`src/inc/vcr_pkg.sv`:
```
package vcr_pkg;
   // i/o port addresses
   localparam logic [9:0] ADR_CRTC_INDEX  = 10'h3D4;
   localparam logic [9:0] ADR_CRTC_DATA   = 10'h3D5;
   localparam logic [9:0] ADR_MODE_SEL    = 10'h3D8;
   localparam logic [9:0] ADR_COLOUR_SEL  = 10'h3D9;
   localparam logic [9:0] ADR_ARRAY_INDEX = 10'h3DA;
   localparam logic [9:0] ADR_PEN_CLEAR   = 10'h3DB;
   localparam logic [9:0] ADR_PEN_PRESET  = 10'h3DC;
   localparam logic [9:0] ADR_EXT_PAGE    = 10'h3DD;
   localparam logic [9:0] ADR_ARRAY_DATA  = 10'h3DE;
   // video-array register indices
   localparam logic [4:0] IDX_PAL_MASK    = 5'h01;
   localparam logic [4:0] IDX_BORDER      = 5'h02;
   localparam logic [4:0] IDX_EXT_MODE    = 5'h03;
   localparam logic [4:0] IDX_PAL_BASE    = 5'h10;
   // mode select bit positions
   localparam int MODE_HIRES_TEXT = 0;
   localparam int MODE_GRAPHICS   = 1;
   localparam int MODE_MONO       = 2;
   localparam int MODE_VID_EN     = 3;
   localparam int MODE_HIRES_GFX  = 4;
   localparam int MODE_BLINK      = 5;
   // extended page register bit positions
   localparam int PAGE_EXT_ADDR   = 0;
   localparam int PAGE_DISP_LO    = 2;
   localparam int PAGE_CPU_LO     = 4;
   localparam int PAGE_BIG_RAM    = 7;
   // status read bit positions
   localparam int STAT_DISP_OFF   = 0;
   localparam int STAT_PEN_SET    = 1;
   localparam int STAT_PEN_SW     = 2;
   localparam int STAT_VRETRACE   = 3;
   // reset values and palette entry count
   localparam logic [7:0] RST_BYTE    = 8'h00;
   localparam logic [3:0] RST_PAL_MASK = 4'hF;
   localparam int NUM_PAL = 16;

   // decoded display mode for the video pipeline
   typedef struct packed {
      logic       cols80;     // 80x25 text when set, 40x25 when clear
      logic       graphics;   // 320x200 graphics
      logic       mono;       // black and white output
      logic       video_on;   // video signal gated on
      logic       hires_gfx;  // 640x200 b&w graphics
      logic       blink;      // character blink
   } vcr_mode_s;

   // extended page fields
   typedef struct packed {
      logic       ext_addr;   // extended addressing mode
      logic [1:0] disp_page;  // display page address
      logic [1:0] cpu_page;   // processor page a17/a18
      logic       big_ram;    // 256k video memory when set, 64k when clear
   } vcr_page_s;

   // host i/o bus request
   typedef struct packed {
      logic       wr;         // one-cycle write strobe
      logic       rd;         // one-cycle read strobe
      logic [9:0] addr;       // port address
      logic [7:0] wdata;      // write data
   } vcr_io_s;
endpackage

```
`src/verilog/vcr_array_file.sv`:
```
`timescale 1ns/100ps
`default_nettype none
// indexed video-array register file behind the index and data ports
module vcr_array_file
   import vcr_pkg::*;
#(
   parameter int NPAL = NUM_PAL
) (
   // clock and reset
   input  wire logic        clk,
   input  wire logic        rst_b,
   input  wire logic        ce,
   // host side
   input  wire logic        idx_we,
   input  wire logic        dat_we,
   input  wire logic [7:0]  wdata,
   // register contents
   output logic [3:0]       pal_mask,
   output logic [5:0]       border,
   output logic [5:0]       ext_mode,
   output logic [NPAL*4-1:0] palette
);
   // palette indexing below serves exactly sixteen entries
   if (NPAL != NUM_PAL) begin : g_bad_npal
      $error("vcr_array_file: palette must have 16 entries");
   end

   // all state in one struct
   typedef struct packed {
      logic [4:0]       index;    // persistent array index
      logic [3:0]       pal_mask;
      logic [5:0]       border;
      logic [5:0]       ext_mode;
      logic [NPAL*4-1:0] pal;
   } vcr_af_s;

   vcr_af_s st;       // registered state
   vcr_af_s next_st;  // next state

   // next-state logic
   always_comb begin
      next_st = st;
      // index holds until rewritten
      if (idx_we) begin
         next_st.index = wdata[4:0];
      end
      // data write lands in the latest indexed register
      if (dat_we) begin
         case (st.index)
            IDX_PAL_MASK: next_st.pal_mask = wdata[3:0];
            IDX_BORDER:   next_st.border   = {1'b0, wdata[4:0]}; // bit 5 reserved zero
            IDX_EXT_MODE: next_st.ext_mode = {wdata[5:2], 1'b0, wdata[0]}; // bit 1 reserved zero
            default: begin
               // upper half of index space holds the palette
               if (st.index[4]) begin
                  next_st.pal[st.index[3:0]*4 +: 4] = wdata[3:0];
               end
            end
         endcase
      end
   end

   // state register
   always_ff @(posedge clk or negedge rst_b) begin
      if (!rst_b) begin
         st <= '{index: 5'h00, pal_mask: RST_PAL_MASK, border: 6'h00, ext_mode: 6'h00, pal: '0};
      end else if (ce) begin
         st <= next_st;
      end
   end

   // register contents out
   assign pal_mask = st.pal_mask;
   assign border   = st.border;
   assign ext_mode = st.ext_mode;
   assign palette  = st.pal;
endmodule
`default_nettype wire

```
`src/verilog/vcr_regs.sv`:
```
`timescale 1ns/100ps
`default_nettype none
module vcr_regs
   import vcr_pkg::*;
(
   // clock and reset
   input  wire logic        CORE_CLK,
   input  wire logic        RST_B,
   input  wire logic        CE,
   // host i/o bus
   input  wire vcr_io_s     IO,
   output logic [7:0]       RDATA,
   output logic             RD_HIT,
   // crtc register port pass-through
   output logic             CRTC_IDX_WE,
   output logic             CRTC_DAT_WE,
   output logic             CRTC_DAT_RE,
   input  wire logic [7:0]  CRTC_RDATA,
   // display timing status from the raster logic
   input  wire logic        DISP_INACTIVE,
   input  wire logic        VRETRACE,
   // decoded controls
   output vcr_mode_s        MODE,
   output logic [5:0]       COLOUR_SEL,
   output vcr_page_s        PAGE,
   output logic             VIDEO_GATE,
   output logic [3:0]       PAL_MASK,
   output logic [5:0]       BORDER,
   output logic [5:0]       EXT_MODE,
   output logic [63:0]      PALETTE
);
   // all state in one struct
   typedef struct packed {
      logic [7:0] mode;       // mode select
      logic [7:0] colour;     // colour select
      logic [7:0] page;       // extended page
      logic [1:0] dinact_s;   // synchroniser, display inactive
      logic [1:0] vretr_s;    // synchroniser, vertical retrace
      logic [7:0] rdata;      // read data register
      logic       rd_hit;     // read answered
   } vcr_top_s;

   vcr_top_s st;       // registered state
   vcr_top_s next_st;  // next state

   // address match helper
   function automatic logic hit(input logic [9:0] a, input logic [9:0] ref_a);
      return a == ref_a;
   endfunction

   logic wr_idx;   // array index write
   logic wr_dat;   // array data write
   logic [7:0] status; // status byte

   // write strobes and crtc data read strobe decoded
   always_comb begin
      wr_idx      = IO.wr && hit(IO.addr, ADR_ARRAY_INDEX);
      wr_dat      = IO.wr && hit(IO.addr, ADR_ARRAY_DATA);
      CRTC_IDX_WE = IO.wr && hit(IO.addr, ADR_CRTC_INDEX);
      CRTC_DAT_WE = IO.wr && hit(IO.addr, ADR_CRTC_DATA);
      CRTC_DAT_RE = IO.rd && hit(IO.addr, ADR_CRTC_DATA);
   end

   // status byte: pen bits always zero, no pen fitted
   always_comb begin
      status = 8'h00;
      status[STAT_DISP_OFF] = st.dinact_s[1];
      status[STAT_VRETRACE] = st.vretr_s[1];
   end

   // next-state logic
   always_comb begin
      next_st = st;
      next_st.dinact_s = {st.dinact_s[0], DISP_INACTIVE};
      next_st.vretr_s  = {st.vretr_s[0], VRETRACE};
      next_st.rd_hit   = 1'b0;
      next_st.rdata    = RST_BYTE;
      // register writes
      if (IO.wr) begin
         case (IO.addr)
            ADR_MODE_SEL:   next_st.mode   = {2'b00, IO.wdata[5:0]};
            ADR_COLOUR_SEL: next_st.colour = {2'b00, IO.wdata[5:0]};
            ADR_EXT_PAGE:   next_st.page   = {IO.wdata[7:2], 1'b0, IO.wdata[0]};
            ADR_PEN_CLEAR, ADR_PEN_PRESET: begin
               next_st.page = st.page;
            end
            default: begin
               next_st.page = st.page;
            end
         endcase
      end
      // reads: status and crtc data answer, everything else is write only
      if (IO.rd) begin
         case (IO.addr)
            ADR_ARRAY_INDEX: begin
               next_st.rdata  = status;
               next_st.rd_hit = 1'b1;
            end
            ADR_CRTC_DATA: begin
               next_st.rdata  = CRTC_RDATA;
               next_st.rd_hit = 1'b1;
            end
            default: begin
               next_st.rd_hit = 1'b0;
            end
         endcase
      end
   end

   // state register
   always_ff @(posedge CORE_CLK or negedge RST_B) begin
      if (!RST_B) begin
         st <= '0;
      end else if (CE) begin
         st <= next_st;
      end
   end

   // video-array file
   vcr_array_file #(
      .NPAL (NUM_PAL)
   ) u_array (
      .clk      (CORE_CLK),
      .rst_b    (RST_B),
      .ce       (CE),
      .idx_we   (wr_idx),
      .dat_we   (wr_dat),
      .wdata    (IO.wdata),
      .pal_mask (PAL_MASK),
      .border   (BORDER),
      .ext_mode (EXT_MODE),
      .palette  (PALETTE)
   );

   // decoded outputs
   // one driver for the whole mode struct
   assign MODE = '{
      cols80:    st.mode[MODE_HIRES_TEXT],
      graphics:  st.mode[MODE_GRAPHICS],
      mono:      st.mode[MODE_MONO],
      video_on:  st.mode[MODE_VID_EN],
      hires_gfx: st.mode[MODE_HIRES_GFX],
      blink:     st.mode[MODE_BLINK]
   };
   assign VIDEO_GATE     = st.mode[MODE_VID_EN];
   assign COLOUR_SEL     = st.colour[5:0];
   // one driver for the whole page struct
   assign PAGE = '{
      ext_addr:  st.page[PAGE_EXT_ADDR],
      disp_page: st.page[PAGE_DISP_LO +: 2],
      cpu_page:  st.page[PAGE_CPU_LO +: 2],
      big_ram:   st.page[PAGE_BIG_RAM]
   };
   assign RDATA          = st.rdata;
   assign RD_HIT         = st.rd_hit;
endmodule
`default_nettype wire

```
`config.mk`:
```
export PLATFORM = sky130hd
export DESIGN_NAME = vcr_regs
export DESIGN_NICKNAME = d
export VERILOG_FILES = /design/src/inc/vcr_pkg.sv /design/src/verilog/vcr_array_file.sv /design/src/verilog/vcr_regs.sv
export SDC_FILE = /design/constraint.sdc
export NUM_CORES = 1
export LEC_CHECK = 0
export BUFFER_PORTS_ARGS = -buffer_cell sky130_fd_sc_hd__clkbuf_2
export CAP_MARGIN = 20
export CORE_MARGIN = 5
export CORE_UTILIZATION = 30
export CTS_CLUSTER_SIZE = 12
export DETAILED_ROUTE_END_ITERATION = 6
export HOLD_SLACK_MARGIN = 0.05
export SYNTH_ARGS = -nofsm -noshare
export SYNTH_HDL_FRONTEND = slang
export SYNTH_HIERARCHICAL = 1
export SYNTH_SLANG_ARGS = --single-unit
```
`constraint.sdc`:
```
create_clock -name CORE_CLK -period 2.8 [get_ports CORE_CLK]
set_input_delay 0.28 -clock CORE_CLK [delete_from_list [all_inputs] [get_ports CORE_CLK]]
set_output_delay 0.28 -clock CORE_CLK [all_outputs]
set_load 0.02 [all_outputs]
```
==> results.md <==
Die:
- 144 I/O pins were placed.
- The die covers 0.0223 mm^2.
- The horizontal die dimension is 149 um.
- The region available for standard cell placement spans 0.0193 mm^2.
- The die is 149 um tall.
- Row generation in the floorplan step produced a little over 50 rows.
- The starting utilization of the core area is 0.302.

Setup path:
- At the worst endpoint, the required time is 3.08 ns.
- The critical path goes through inv_1 > ha_1 > or4_1 > or4_1 > nand2_1 > o21ai_2.
- The worst stage delay on the critical path is between 0.6 and 0.7 ns.
- The cell occurring most often along the worst timing path is sky130_fd_sc_hd__or4_1.
- Of all nets on the critical path, the largest fanout is 8.
- Data on the critical path arrives at its endpoint at 2.58 ns.
- On the critical path, the stage with the largest delay is an instance of sky130_fd_sc_hd__or4_1.
- The endpoint kind of the worst setup timing path is a flop.
- The critical path is of the reg2reg type.
- STA classifies the critical path startpoint as a flop.

Timing:
- The final number of hold-violating endpoints is 0.
- Summed over all failing endpoints, the final setup total negative slack is 0 ns.
- Setup violations remaining at the end of the flow were counted as 0.
- For this run, the top clock speed supported by timing is 435 MHz.
- The count of final max-slew check failures is 0.
- Between clock sinks in the finished design, the worst skew comes to 0.0101 ns.
- In this run the tightest slew margin relative to its limit is 0.472.
- The final period demand of the worst path is 2.30 ns.
- At the pin with the least slew margin, the transition time is 0.790 ns.
- Setup repair after global routing left no endpoint under its margin.
- The post-route fraction of the period consumed by the critical path is 0.820.

CTS:
- TritonCTS created 17 clock buffers.
- The TritonCTS clock tree is yes.
- The clock transition at the registers of the reported paths is 0.05 ns.
- The clock net in this run drives a total of 114 sinks.
- At the later pin of the worst-skew pair, clock insertion delay measures 0.41 ns.
- In this run, post-CTS repair resized a total of 0 instances.
- The buffer type at the clock tree root is sky130_fd_sc_hd__clkbuf_16.
- CTS built an H-tree with a depth of 4.
- The maximum buffer depth of the clock tree is 2.

GRT:
- The number of antenna violations at the first check in global routing is 0.
- The number of global-route vias before repair came to 3,834.
- The wire length of the first global-routing pass is ~21,000 um.
- The total global routing track utilization is 0.126.
- Entering global routing, the biggest net connects 52 pins.
- The final global-route overflow total is 0.

Pwr:
- The power per standard cell area is between 600 and 700 mW/mm^2.
- The net load switching power is 832 uW.
- The logic gate share of total power is 0.035.
- VDD sags by at most 370 uV.
- Of the total power, the share spent switching nets is 0.200.
- Summed over all cells, the static leakage comes to 3.57 nW.
- Of the total power, registers draw 0.400.
- The internal portion of the total power is 3.33 mW.
- The share of total power dissipated in the clock network is 0.564.

Status:
- The flow ran to the end, and the final reports show no timing, DRC or antenna violations.

Finish:
- The number of non-filler instances in the completed layout is 805.
- After filler insertion, the fill cell instance count of the layout stands at roughly 2,000.
- The net count reported at finish is approximately 570.
- Summing all flip-flop and latch instances after layout gives 0.00286 mm^2.
- The share of post-route cells with drive strength above 1 is 0.539.
- The area occupied by multi-input gates is 0.00202 mm^2.
- The final antenna diode count is 0.
- The post-synthesis to final-layout area growth is 15.4%.

Job:
- The max-cap check violation count is 0.

Logic synthesis:
- By area the synthesized netlist is led by sky130_fd_sc_hd__dfrtp_1 (47%), sky130_fd_sc_hd__mux2_2 (15%), sky130_fd_sc_hd__buf_4 (14%), sky130_fd_sc_hd__mux2_4 (3.1%), sky130_fd_sc_hd__dfstp_2 (1.8%).
- Among all cell types in the netlist, the one instantiated most often is sky130_fd_sc_hd__dfrtp_1.
- The flip-flop and latch count after synthesis is around 110.
- Counting instances in the post-synthesis netlist gives the leading cell types as sky130_fd_sc_hd__dfrtp_1 (110), sky130_fd_sc_hd__buf_4 (109), sky130_fd_sc_hd__mux2_2 (78).
- The share of synthesized registers carrying an async set or reset is 1.00.
- Summed over all instances, the cell type with the most area after synthesis is sky130_fd_sc_hd__dfrtp_1.
- The area share of the leading cell type in the synthesized netlist is 0.472.
- In the synthesized netlist the dominant register cell turns out to be sky130_fd_sc_hd__dfrtp_1.
- Counting every instance in the synthesized netlist gives about 480.
- The netlist area before placement is about 0.006 mm^2.
- The count of different cell masters after synthesis is 45.
- Of the synthesized area, sequential elements account for 0.490.
- The post-synthesis area per instance is 12.2 um^2.
- Counting flops with a built-in enable in the synthesized netlist gives 0.
- For this run, the number of Yosys warnings is 6.

Drt:
- In the routed design, unresolved DRC markers number 0.
- The number of design-rule violations left by the first detailed-router iteration is 191.
- Detailed routing inserted a total of ~3,500 vias.
- The number of vias per cell is 4.33.
- The number of search-and-repair iterations in the first detailed-routing pass is 6.
- Dividing the detail-routed wire length by the instance count gives 16.6 um.
- The count of nets left with antenna violations once routing finished came out at 0.
- Wires add up to about 13,000 um.

Hold path:
- The type of the tightest min-delay check is in2reg.

Placed design:
- The last weighted congestion value of the routability-driven placer is 0.820.
- The wire-length estimate of the detail-placed layout is about 10,000 um.
- The cell count after placement is just under 800.
- The count of buffers inserted at the top-level ports is 140.
==> cells in the final DEF, fill, tap and decap left out, types with 4 or more instances in the layout <==
master / n
sky130_fd_sc_hd__clkbuf_2: 139
sky130_fd_sc_hd__dfrtp_1: 110
sky130_fd_sc_hd__mux2_2: 78
sky130_fd_sc_hd__nand2_1: 21
sky130_fd_sc_hd__inv_1: 21
sky130_fd_sc_hd__clkbuf_16: 17
sky130_fd_sc_hd__mux2_4: 12
sky130_fd_sc_hd__nor2_1: 11
sky130_fd_sc_hd__and2_1: 11
sky130_fd_sc_hd__buf_4: 9
sky130_fd_sc_hd__mux2_1: 8
sky130_fd_sc_hd__nand4_1: 7
sky130_fd_sc_hd__nand3_1: 7
sky130_fd_sc_hd__o22ai_1: 6
sky130_fd_sc_hd__nand2b_1: 6
sky130_fd_sc_hd__nor2b_1: 5
sky130_fd_sc_hd__bufinv_16: 5
sky130_fd_sc_hd__nor3_1: 5
sky130_fd_sc_hd__ha_1: 5
sky130_fd_sc_hd__and4b_1: 4
sky130_fd_sc_hd__o21ai_2: 4
sky130_fd_sc_hd__dfstp_2: 4
==> cell families (layout without fill, tap and decap cells) <==
| group | Yosys count | count (layout) | share of synthesized area |
|---|---|---|---|
| multiplexers | 101 | 101 | 0.202 |
| AND/OR/NAND/NOR | 100 | 100 | 0.113 |
| other | 1 | 2 | 0.000644 |
| flip-flops | 114 | 114 | 0.490 |
| AO/OA/AOI/OAI | 13 | 13 | 0.0167 |
| adder cells (fa/ha/maj) | 5 | 5 | 0.0107 |
| XOR/XNOR | 2 | 2 | 0.00301 |
| buffers and inverters | 140 | 203 | 0.163 |
==> path summary, 6_finish.rpt <==
path                                            startpoint                              end  slack [ns]  depth (start not counted)
worst min-delay path                         CRTC_RDATA[1]             RDATA[1]$_DFFE_PN0P_        0.09                          3
worst max-delay path            u_array/st[81]$_DFFE_PN0P_   u_array/palette[1]$_DFFE_PN0P_        0.50                          6
worst max register to register  u_array/st[81]$_DFFE_PN0P_   u_array/palette[1]$_DFFE_PN0P_        0.50                          6
min in group asynchronous                            RST_B              PAGE[0]$_DFFE_PN0P_        0.42                          2
worst min register to register          st[12]$_DFFE_PN0P_               st[12]$_DFFE_PN0P_        0.49                          1
max in group asynchronous                            RST_B  u_array/pal_mask[2]$_DFFE_PN1P_        1.62                          3
==> registers in the layout, summed over array words and instances (netlist names) <==
signal and count:
u_array/palette 64, RDATA 8, u_array/st 5, RD_HIT 1, next_st 2, u_array/pal_mask 4
st 2, u_array/ext_mode 5, COLOUR_SEL 6, u_array/border 5, PAGE 6, MODE 6
==> worst max-delay path: cells and delay by family, from the launching register on <==
family                   cells  cell delay, ns
AO/OA/AOI/OAI                1            0.06
adder cells (fa/ha/maj)      1            0.29
buffers and inverters        1            0.10
flip-flops                   1            0.48
AND/OR/NAND/NOR              3            1.24
==> power by group through the flow <==
stage / sequential, mW / combinational, mW / clock [mW]
6_report: 1.67 / 0.147 / 2.35
5_1_grt: 1.66 / 0.166 / 2.51
4_1_cts: 1.66 / 0.152 / 2.43
3_5_place_dp: 1.69 / 0.150 / 0
3_3_place_gp: 1.69 / 0.145 / 0
2_1_floorplan: 1.69 / 0.0617 / 0
==> metrics by stage <==
step	area, um^2	hold slack (ns)	power [mW]	worst slack (ns)	utilization
after global routing	6730	0.0815	4.34	0.365	0.349
after CTS	6730	0.0686	4.25	0.494	0.349
after floorplan	5830	-0.0156	1.75	0.361	-
final	6730	0.0925	4.16	0.503	0.349
after detailed placement	6070	0.334	1.84	0.256	0.315
after global placement	6070	0.321	1.84	0.293	0.315
==> repair_timing <==
action | 4_1_cts | 5_1_grt
buffers inserted | 0 | 0
hold buffers | 1 | 0
endpoints found under the hold margin | 42 | 0
==> layer usage <==
layer  routed length, um  part of all wire  GRT usage
met1                5930              0.44      0.155
met2                6710              0.50      0.208
met3                 593             0.044     0.0425
met4                 164             0.012     0.0380
met5                   0                 0          0
==> final cells by class <==
| class | instances | share of cell area |
|---|---|---|
| clock buffer | 22 | 0.0690 |
| tap | 265 | 0.0493 |
| multi-input combinational | 223 | 0.300 |
| clock inverter | 10 | 0.0268 |
| timing repair buffer | 150 | 0.118 |
| sequential | 114 | 0.425 |
| inverter | 21 | 0.0117 |
Power figures use the tool's default switching activity.
